## config.mk

```make
export PLATFORM = sky130hd
export DESIGN_NAME = qde_top
export DESIGN_NICKNAME = d
export VERILOG_FILES = /design/src/core/qde_pkg.sv /design/src/core/qde_delay_mem.sv /design/src/core/qde_top.sv
export VERILOG_INCLUDE_DIRS = /design/src /design/src/core
export SDC_FILE = /design/constraint.sdc
export NUM_CORES = 2
export LEC_CHECK = 0
export ABC_AREA = 1
export BUFFER_PORTS_ARGS = -buffer_cell sky130_fd_sc_hd__buf_2
export CAP_MARGIN = 20
export CORE_MARGIN = 2
export CORE_UTILIZATION = 50
export CTS_BUF_LIST = sky130_fd_sc_hd__clkbuf_4
export DETAILED_ROUTE_END_ITERATION = 8
export GPL_TIMING_DRIVEN = 0
export PLACE_DENSITY = 0.66
export SLEW_MARGIN = 0
export SYNTH_ARGS = -nofsm -noshare
export SYNTH_HDL_FRONTEND = slang
export SYNTH_HIERARCHICAL = 1
export SYNTH_SLANG_ARGS = --single-unit
export TNS_END_PERCENT = 10
```

## constraint.sdc

```tcl
create_clock -name aclk -period 3 [get_ports aclk]
set_clock_uncertainty 0.1 [all_clocks]
set_input_delay 0.15 -clock aclk [delete_from_list [all_inputs] [get_ports aclk]]
set_output_delay 0.15 -clock aclk [all_outputs]
set_load 0.02 [all_outputs]
```

## src/core/qde_regs.svh

```systemverilog
`ifndef QDE_REGS_SVH
`define QDE_REGS_SVH

// register byte addresses
`define QDE_A_STATUS 8'h00
`define QDE_A_MASK 8'h04
`define QDE_A_CTRL 8'h08
`define QDE_A_INFO 8'h0c

// axi responses
`define QDE_RESP_OKAY 2'h0
`define QDE_RESP_DECERR 2'h3

// switch-bank divider code base: ratio is 2 * (base - code)
`define QDE_CODE_BASE 7'h40

// switch settle wait after reset release, in cycles
`define QDE_CAP_WAIT 2'h3

// timing
`define QDE_CLK_NS 20
`define QDE_DELAY_NS 3000
`define QDE_DELAY_CYC ((`QDE_DELAY_NS) / (`QDE_CLK_NS))
// sync, write, read register and output register add four cycles; the tap subtracts three
`define QDE_TAP 8'(`QDE_DELAY_CYC - 3)
`define QDE_DEPTH 256
`define QDE_PTR_MAX 8'hff

// accuracy settling: full sine periods
`define QDE_SETTLE_LAST 5'h13

`endif

```

## src/core/qde_pkg.sv

```systemverilog
`include "qde_regs.svh"
`default_nettype none
package qde_pkg;

    typedef struct packed {
        logic [3:0] line_break;
        logic [3:0] low_amp;
        logic over_freq;
    } qde_flt_t;

    typedef struct packed {
        logic z;
        logic b;
        logic a;
    } qde_qd_t;

    typedef struct packed {
        logic div_off;
        logic auto_clr;
        logic [5:0] code;
    } qde_sw_t;

    typedef struct packed {
        logic [10:0] rsvd;
        qde_flt_t flt;
        logic primed;
        logic sw_done;
        logic settled;
        logic err;
        qde_sw_t sw;
    } qde_info_t;

    typedef struct packed {
        logic [2:0] settled;
        logic [2:0] err_clr;
        logic [2:0] err_set;
    } qde_dummy_t;

    typedef struct packed {
        logic [`QDE_DEPTH-1:0][2:0] mem;
        logic [2:0] rd;
    } qde_mem_st_t;

    typedef struct packed {
        qde_qd_t qs1;
        qde_qd_t qs2;
        qde_flt_t fs1;
        qde_flt_t fs2;
        logic [1:0] ss1;
        logic [1:0] ss2;
        logic [1:0] ss3;
        logic [7:0] ws1;
        logic [7:0] ws2;
        logic [1:0] cap_cnt;
        logic sw_done;
        qde_sw_t sw;
        logic [7:0] wr_ptr;
        logic primed;
        logic [2:0] dl_prev;
        logic [7:0] div_cnt;
        logic [1:0] q_phase;
        qde_qd_t qd_o;
        logic err;
        logic [4:0] settle_cnt;
        logic settled;
        logic [2:0] status;
        logic [2:0] mask;
        logic irq;
        logic aw_got;
        logic w_got;
        logic [7:0] aw_addr;
        logic [31:0] wdata;
        logic [3:0] wstrb;
        logic bvalid;
        logic [1:0] bresp;
        logic rvalid;
        logic [31:0] rdata;
        logic [1:0] rresp;
    } qde_st_t;

endpackage
`default_nettype wire

```

## src/core/qde_delay_mem.sv

```systemverilog
`include "qde_regs.svh"
`default_nettype none
module qde_delay_mem (
    input wire logic aclk,
    input wire logic aresetn,
    input wire logic [7:0] waddr,
    input wire logic [2:0] wdata,
    input wire logic [7:0] raddr,
    output logic [2:0] rdata
);

    qde_pkg::qde_mem_st_t st_r;
    qde_pkg::qde_mem_st_t st_nxt;

    // read before write: same-address access returns the old word
    always_comb begin
        st_nxt = st_r;
        st_nxt.rd = st_r.mem[raddr];
        st_nxt.mem[waddr] = wdata;
    end

    always_ff @(posedge aclk) begin
        if (!aresetn) begin
            st_r <= '0;
        end else begin
            st_r <= st_nxt;
        end
    end

    assign rdata = st_r.rd;

endmodule
`default_nettype wire

```

## src/core/qde_top.sv

```systemverilog
// Summary of operation
// - divided ratio is twice sixty-four minus switch code; all-ones 1:2, zero 1:128
// - divider-off switch low divides; high passes pulses through at 1:1
// - any fault drives both error lamp and error output
// - a broken sine or cosine line flags an error
// - too low amplitude on a sine or cosine line flags an error
// - input overfrequency, output unable to follow, flags an error
// - reference mark pair is never checked and never raises an error
// - auto-clear switch high clears on fault removal; low latches until acknowledge
// - bypassed latency from input to output is about three microseconds
// - enabling the divider adds no stage of latency; it shares the bypass output register
// - latency is fixed, independent of frequency
// - full accuracy only after twenty full input sine periods
// - switch bank is captured only once after power-up
`include "qde_regs.svh"
`default_nettype none
module qde_top (
    input wire logic aclk,
    input wire logic aresetn,
    input wire qde_pkg::qde_qd_t qd_in,
    input wire logic sin_sign,
    input wire qde_pkg::qde_flt_t flt_in,
    input wire logic [7:0] divider_switch_bank,
    input wire logic err_ack,
    output qde_pkg::qde_qd_t qd_out,
    output logic err_led,
    output logic err_out,
    output logic settled,
    output logic irq,
    input wire logic [7:0] awaddr,
    input wire logic awvalid,
    output logic awready,
    input wire logic [31:0] wdata,
    input wire logic [3:0] wstrb,
    input wire logic wvalid,
    output logic wready,
    output logic [1:0] bresp,
    output logic bvalid,
    input wire logic bready,
    input wire logic [7:0] araddr,
    input wire logic arvalid,
    output logic arready,
    output logic [31:0] rdata,
    output logic [1:0] rresp,
    output logic rvalid,
    input wire logic rready
);

    qde_pkg::qde_st_t st_r;
    qde_pkg::qde_st_t st_nxt;
    qde_pkg::qde_info_t info;
    logic [7:0] mem_raddr;
    logic [2:0] mem_rd;
    logic [1:0] pg;
    logic [1:0] cg;
    logic [1:0] dg;
    logic up;
    logic dn;
    logic run;
    logic [7:0] lim;
    logic fault;
    logic ack_ev;
    logic soft_ack;
    logic [2:0] w1c;
    logic [2:0] ev;
    logic sin_rise;

    // fixed tap behind the write pointer: constant delay at any frequency
    assign mem_raddr = st_r.wr_ptr - `QDE_TAP;

    qde_delay_mem qde_delay_mem_i (
        .aclk(aclk),
        .aresetn(aresetn),
        .waddr(st_r.wr_ptr),
        .wdata(st_r.qs2),
        .raddr(mem_raddr),
        .rdata(mem_rd)
    );

    always_comb begin
        info = '0;
        info.flt = st_r.fs2;
        info.primed = st_r.primed;
        info.sw_done = st_r.sw_done;
        info.settled = st_r.settled;
        info.err = st_r.err;
        info.sw = st_r.sw;
    end

    // gray phase to binary count: {b, a^b}
    assign pg = {st_r.dl_prev[1], st_r.dl_prev[1] ^ st_r.dl_prev[0]};
    assign cg = {mem_rd[1], mem_rd[1] ^ mem_rd[0]};
    assign dg = cg - pg;
    assign run = st_r.primed && st_r.sw_done;
    // a jump of two phases is illegal and dropped
    assign up = run && (dg == 2'h1);
    assign dn = run && (dg == 2'h3);
    assign lim = 8'({(`QDE_CODE_BASE - {1'b0, st_r.sw.code}), 1'b0} - 8'h1);
    // reference pair not in the fault vector
    assign fault = |st_r.fs2;
    assign sin_rise = st_r.ss2[0] && !st_r.ss3[0];

    assign awready = !st_r.aw_got && !st_r.bvalid;
    assign wready = !st_r.w_got && !st_r.bvalid;
    assign arready = !st_r.rvalid;

    always_comb begin
        st_nxt = st_r;
        w1c = '0;
        soft_ack = 1'b0;
        // pin synchronisers
        st_nxt.qs1 = qd_in;
        st_nxt.qs2 = st_r.qs1;
        st_nxt.fs1 = flt_in;
        st_nxt.fs2 = st_r.fs1;
        st_nxt.ss1 = {err_ack, sin_sign};
        st_nxt.ss2 = st_r.ss1;
        st_nxt.ss3 = st_r.ss2;
        st_nxt.ws1 = divider_switch_bank;
        st_nxt.ws2 = st_r.ws1;

        // switches taken once; later moves need a new power-up
        if (!st_r.sw_done) begin
            st_nxt.cap_cnt = st_r.cap_cnt + 2'h1;
            if (st_r.cap_cnt == `QDE_CAP_WAIT) begin
                st_nxt.sw = qde_pkg::qde_sw_t'(st_r.ws2);
                st_nxt.sw_done = 1'b1;
            end
        end

        // axi write channel
        if (awvalid && awready) begin
            st_nxt.aw_got = 1'b1;
            st_nxt.aw_addr = awaddr;
        end
        if (wvalid && wready) begin
            st_nxt.w_got = 1'b1;
            st_nxt.wdata = wdata;
            st_nxt.wstrb = wstrb;
        end
        if (st_r.aw_got && st_r.w_got) begin
            st_nxt.aw_got = 1'b0;
            st_nxt.w_got = 1'b0;
            st_nxt.bvalid = 1'b1;
            st_nxt.bresp = `QDE_RESP_OKAY;
            if (st_r.aw_addr == `QDE_A_STATUS) begin
                if (st_r.wstrb[0]) begin
                    w1c = st_r.wdata[2:0];
                end
            end else if (st_r.aw_addr == `QDE_A_MASK) begin
                if (st_r.wstrb[0]) begin
                    st_nxt.mask = st_r.wdata[2:0];
                end
            end else if (st_r.aw_addr == `QDE_A_CTRL) begin
                soft_ack = st_r.wstrb[0] && st_r.wdata[0];
            end else if (st_r.aw_addr == `QDE_A_INFO) begin
                st_nxt.bresp = `QDE_RESP_OKAY;
            end else begin
                st_nxt.bresp = `QDE_RESP_DECERR;
            end
        end
        if (st_r.bvalid && bready) begin
            st_nxt.bvalid = 1'b0;
        end

        // axi read channel
        if (arvalid && arready) begin
            st_nxt.rvalid = 1'b1;
            st_nxt.rresp = `QDE_RESP_OKAY;
            st_nxt.rdata = '0;
            if (araddr == `QDE_A_STATUS) begin
                st_nxt.rdata[2:0] = st_r.status;
            end else if (araddr == `QDE_A_MASK) begin
                st_nxt.rdata[2:0] = st_r.mask;
            end else if (araddr == `QDE_A_CTRL) begin
                st_nxt.rdata = '0;
            end else if (araddr == `QDE_A_INFO) begin
                st_nxt.rdata = info;
            end else begin
                st_nxt.rresp = `QDE_RESP_DECERR;
            end
        end
        if (st_r.rvalid && rready) begin
            st_nxt.rvalid = 1'b0;
        end

        // delay line: output waits for the ring to fill once
        st_nxt.wr_ptr = st_r.wr_ptr + 8'h1;
        if (st_r.wr_ptr == `QDE_PTR_MAX) begin
            st_nxt.primed = 1'b1;
        end
        st_nxt.dl_prev = mem_rd;

        // divider counts steps both ways so direction survives
        if (up) begin
            if (st_r.div_cnt >= lim) begin
                st_nxt.div_cnt = '0;
                st_nxt.q_phase = st_r.q_phase + 2'h1;
            end else begin
                st_nxt.div_cnt = st_r.div_cnt + 8'h1;
            end
        end else if (dn) begin
            if (st_r.div_cnt == '0) begin
                st_nxt.div_cnt = lim;
                st_nxt.q_phase = st_r.q_phase - 2'h1;
            end else begin
                st_nxt.div_cnt = st_r.div_cnt - 8'h1;
            end
        end
        if (run) begin
            st_nxt.qd_o.z = mem_rd[2];
            if (st_r.sw.div_off) begin
                st_nxt.qd_o.a = mem_rd[0];
                st_nxt.qd_o.b = mem_rd[1];
            end else begin
                // same register stage as bypass, fed from the next counted phase
                st_nxt.qd_o.a = st_nxt.q_phase[1] ^ st_nxt.q_phase[0];
                st_nxt.qd_o.b = st_nxt.q_phase[1];
            end
        end

        // error: a fault present wins over any acknowledge
        ack_ev = (st_r.ss2[1] && !st_r.ss3[1]) || soft_ack;
        if (st_r.sw.auto_clr) begin
            st_nxt.err = fault;
        end else if (fault) begin
            st_nxt.err = 1'b1;
        end else if (ack_ev) begin
            st_nxt.err = 1'b0;
        end

        // accuracy settling restarts after any fault
        if (fault) begin
            st_nxt.settle_cnt = '0;
            st_nxt.settled = 1'b0;
        end else if (sin_rise && !st_r.settled) begin
            if (st_r.settle_cnt == `QDE_SETTLE_LAST) begin
                st_nxt.settled = 1'b1;
            end else begin
                st_nxt.settle_cnt = st_r.settle_cnt + 5'h1;
            end
        end

        // sticky events; a new event beats a same-cycle clear
        ev = {st_nxt.settled && !st_r.settled, !st_nxt.err && st_r.err, st_nxt.err && !st_r.err};
        st_nxt.status = (st_r.status & ~w1c) | ev;
        st_nxt.irq = |(st_nxt.status & st_nxt.mask);
    end

    always_ff @(posedge aclk) begin
        if (!aresetn) begin
            st_r <= '0;
        end else begin
            st_r <= st_nxt;
        end
    end

    assign qd_out = st_r.qd_o;
    assign err_led = st_r.err;
    assign err_out = st_r.err;
    assign settled = st_r.settled;
    assign irq = st_r.irq;
    assign bresp = st_r.bresp;
    assign bvalid = st_r.bvalid;
    assign rdata = st_r.rdata;
    assign rresp = st_r.rresp;
    assign rvalid = st_r.rvalid;
endmodule
`default_nettype wire

```

==> impl_metrics.csv <==
group,metric,value,unit
worst_hold_path,holdCritStartpoint,"araddr[2]",
power_and_ir_drop,power,0.0287,W
outcome,status,"finished, violations left",
yosys,synth_area_leaders,"dfxtp_1, nor2_1, o21ai_0",
yosys,post-synth-top-area-cell,"dfxtp_1",
critical_path,crit_top_cell,"clkbuf_1",
place,port_buffers,85,
yosys,syn_inst,6443,
floorplanning,coreArea,0.0834,sq mm
routing,drt_pass1_iterations,7,
yosys,yosysSeqAreaShare,43.2,%
yosys,synth_cell_type_count,46,
power_and_ir_drop,leakage,22.6,nW
sta,rsz0062_at_grt,"true",
critical_path,crit_slowest_cell,"clkbuf_1",
yosys,synth_ff_type,"dfxtp_1",
critical_path,r2r-start,"st_r[115]$_SDFF_PN0_",
yosys,avgSynthCellArea,6.52,sq um
power_and_ir_drop,pwr-share-clk,37.7,%
power_and_ir_drop,p_sw_share,33.5,%
critical_path,cp_cell_sequence,"dlygate4sd3_1 > dlygate4sd3_1 > buf_2 > clkbuf_1 > clkbuf_1 > clkbuf_1 > o21ai_0 > nor2_1",
power_and_ir_drop,p_comb_share,19.9,%
yosys,yosysMostFrequentCell,"nor2_1",
floorplanning,fp-row-count,106,
sta,layout_min_cycle_time,3.13,ns
floorplanning,ios,129,
sta,finalMaxSlewViolations,0,
sta,hold_viol,0,
sta,worst_pin_slew,1.18,ns
place,post-dp-hpwl,144,mm
yosys,async_reset_ff_share,0,%
routing,wl,216,mm
power_and_ir_drop,cellInternalPower,0.0191,W
power_and_ir_drop,power_density,581,mW/mm^2
yosys,synth_top_cell_area_share,43.2,%
outcome,violations,"DRC, setup timing",
routing,first_iter_violations,8389,
routing,detail-route-antenna-nets,0,
cells_and_area,syn2layout_area_growth,18.0,%
yosys,netlist_top_cells_count,"nor2_1, nand2_1, dfxtp_1",
place,dpl_worst_slack,-1.19,ns
clocking,ctsRootBufferMaster,"clkbuf_4",
yosys,ys_seq_elements,905,
clocking,cts_buffers,237,
power_and_ir_drop,vdd_ir_drop_max,341,uV
sta,fin_setup_tns,-3.27,ns
clocking,htreeDepth,4,
clocking,clock_path_buffers,3,
yosys,synth_edf_count,0,
sta,fmax,319,MHz
yosys,synth_warnings,6,
global_routing,antenna_found_initial,30,
routing,drc,18,
critical_path,critical-path-top-delay-family,"buffers and inverters",
critical_path,crit_buf_inv,6,
floorplanning,die_h,294,um
floorplanning,die-area,0.0863,sq mm
routing,wl_per_cell,26.2,um
critical_path,crit_path_start_kind,"input pin",
clocking,clkTransAtPathRegs,0.06,ns
flow_run,max_cap_viol_count,0,
global_routing,grt_overflow_total,0,
floorplanning,fp.dieW,294,um
sta,setup_ws,-0.134,ns
sta,setup_viol,65,
clocking,clock_latency,1.20,ns
global_routing,grt_usage,48.6,%
place,gp_congestion,1.08,
sta,fin_crit_sh,104,%
critical_path,path_max_fanout,10,
cells_and_area,drive_gt1_share,11.0,%
global_routing,grt_pass1_wl,299,mm
place,dpl.cell_count,7659,
power_and_ir_drop,power.switching,0.00963,W
cells_and_area,finalNonFillerCells,8253,
critical_path,crit_arrival,4.11,ns
critical_path,crit_start,"aresetn",
yosys,synth_area,0.0420,sq mm
global_routing,grt_max_degree,17,
global_routing,grt_pass1_vias,43600,
clocking,cts_tree,"done",
floorplanning,start_util,50.3,%
routing,vias,49300,
critical_path,path_class,"in -> reg",
critical_path,cp-end-kind,"register",
clocking,clock_sinks,905,
routing,via_per_inst,5.97,
cells_and_area,num-nets-final,7071,
critical_path,max_stage_delay,0.85,ns
power_and_ir_drop,p_seq_share,42.4,%
critical_path,crit_required,3.98,ns
cells_and_area,fillers,8139,
sta,relSlewSlack,21.4,%
worst_hold_path,hp-class,"in -> reg",
[cell usage in the layout, fill, tap and decap left out, types with 4 or more instances in the layout]
cell type,instances
nor3_1,6
ha_1,12
a21oi_1,64
inv_6,4
buf_16,6
nand4_1,7
nor2_2,4
o21ai_0,814
clkbuf_2,24
nand2_2,11
clkinv_4,4
buf_6,28
xor2_1,15
dlygate4sd3_1,145
diode_2,36
buf_8,38
buf_1,57
nand2_1,1019
clkbuf_4,361
clkinv_1,40
nand3_2,7
a31oi_1,8
clkbuf_1,159
buf_4,110
inv_1,411
clkinv_2,4
conb_1,11
nand3_1,767
inv_2,11
a21oi_2,5
dfxtp_1,900
buf_2,133
nor2_1,1894
clkinvlp_4,8
[logic make-up (layout without fill, tap and decap cells)]
family	after synthesis	count (layout)	synth area share, %
compound gates	905	905	10.9
mux	1	1	0.0238
fa+ha+maj	15	15	0.447
xor+xnor	18	18	0.376
flops	905	905	43.2
buf+inv	865	1549	9.02
simple gates	3733	3733	36.0
other cells	1	47	0.00893
[registers in the layout, summed over array words and instances (netlist names)]
name and flops:
bvalid 1, qd_out 3, pg 1, irq 1, rresp 1, st_nxt 24, qde_delay_mem_i/st_r 768, rdata 21
qde_delay_mem_i/rdata 3, settled 1, err_led 1, st_r 59, bresp 1, rvalid 1, info 19
[worst reg2reg max path, stage by stage (launching register included)]
cell and delay (ns):
dfxtp_4 0.38, ha_4 0.35, buf_2 0.24, buf_2 0.51, nand3_1 0.19, nand3_1 0.13
nand3_1 0.07, nand2_1 0.15, nand2_1 0.17, nand3_1 0.23, nand3_1 0.18, nand3_2 0.17
a21oi_4 0.10
[path summary, 6_finish.rpt]
path / endpoint / cells after the start / slack, ns
setup / recovery: qde_delay_mem_i/st_r[306]$_SDFFE_PN0P_ / 8 / -0.13
hold / removal: rdata[20]$_SDFFE_PN0P_ / 7 / 0.18
setup reg to reg: qde_delay_mem_i/rdata[0]$_SDFF_PN0_ / 12 / -0.10
hold reg to reg: info[13]$_SDFF_PN0_ / 2 / 0.31
[metrics by stage]
step | cell area [sq um] | hold WS, ns | util, %
finish | 49500 | 0.185 | 59.4
global route | 49400 | 0.157 | 59.3
CTS | 49200 | 0.0758 | 58.9
detailed placement | 44500 | 0.239 | 53.3
global placement | 43800 | 0.233 | 52.5
floorplan | 42000 | 0.148 | -
[power groups by stage]
stage | clock [W] | combinational [W] | sequential (W)
after floorplan | 0 | 0.00224 | 0.0124
after global placement | 0 | 0.00455 | 0.0125
after detailed placement | 0 | 0.00478 | 0.0125
after CTS | 0.0108 | 0.00507 | 0.0122
after global routing | 0.0115 | 0.00557 | 0.0122
final | 0.0108 | 0.00571 | 0.0122
[layer usage]
| layer | routed length [um] | GRT usage (%) | vias up |
|---|---|---|---|
| li1 | - | - | 21700 |
| met1 | 77600 | 59.2 | 22400 |
| met2 | 83700 | 66.5 | 3990 |
| met3 | 34300 | 20.9 | 1137 |
| met4 | 19900 | 38.0 | 46 |
| met5 | 707 | 1.36 | - |
[cell type report]
| type | instances | area (sq um) | share of cell area (%) |
|---|---|---|---|
| inverters | 433 | 1680 | 3.39 |
| flip-flops and latches | 905 | 18100 | 36.6 |
| multi-input cells | 4683 | 20300 | 41.0 |
| clock inverters | 52 | 298 | 0.601 |
| diodes | 36 | 90.1 | 0.182 |
| clock buffers | 349 | 2620 | 5.29 |
| repair buffers | 283 | 2660 | 5.38 |
| well taps | 1080 | 1350 | 2.73 |
| plain buffers | 432 | 2400 | 4.86 |
[repair_timing]
action,CTS,global route
cloned,0,0
gates resized for setup,121,76
hold buffers,146,0
setup buffers,3,8
endpoints found under the hold margin,212,0
pin swaps,2,9
setup endpoints to repair,23,229
Note: power is estimated with default switching activity, not from simulation.
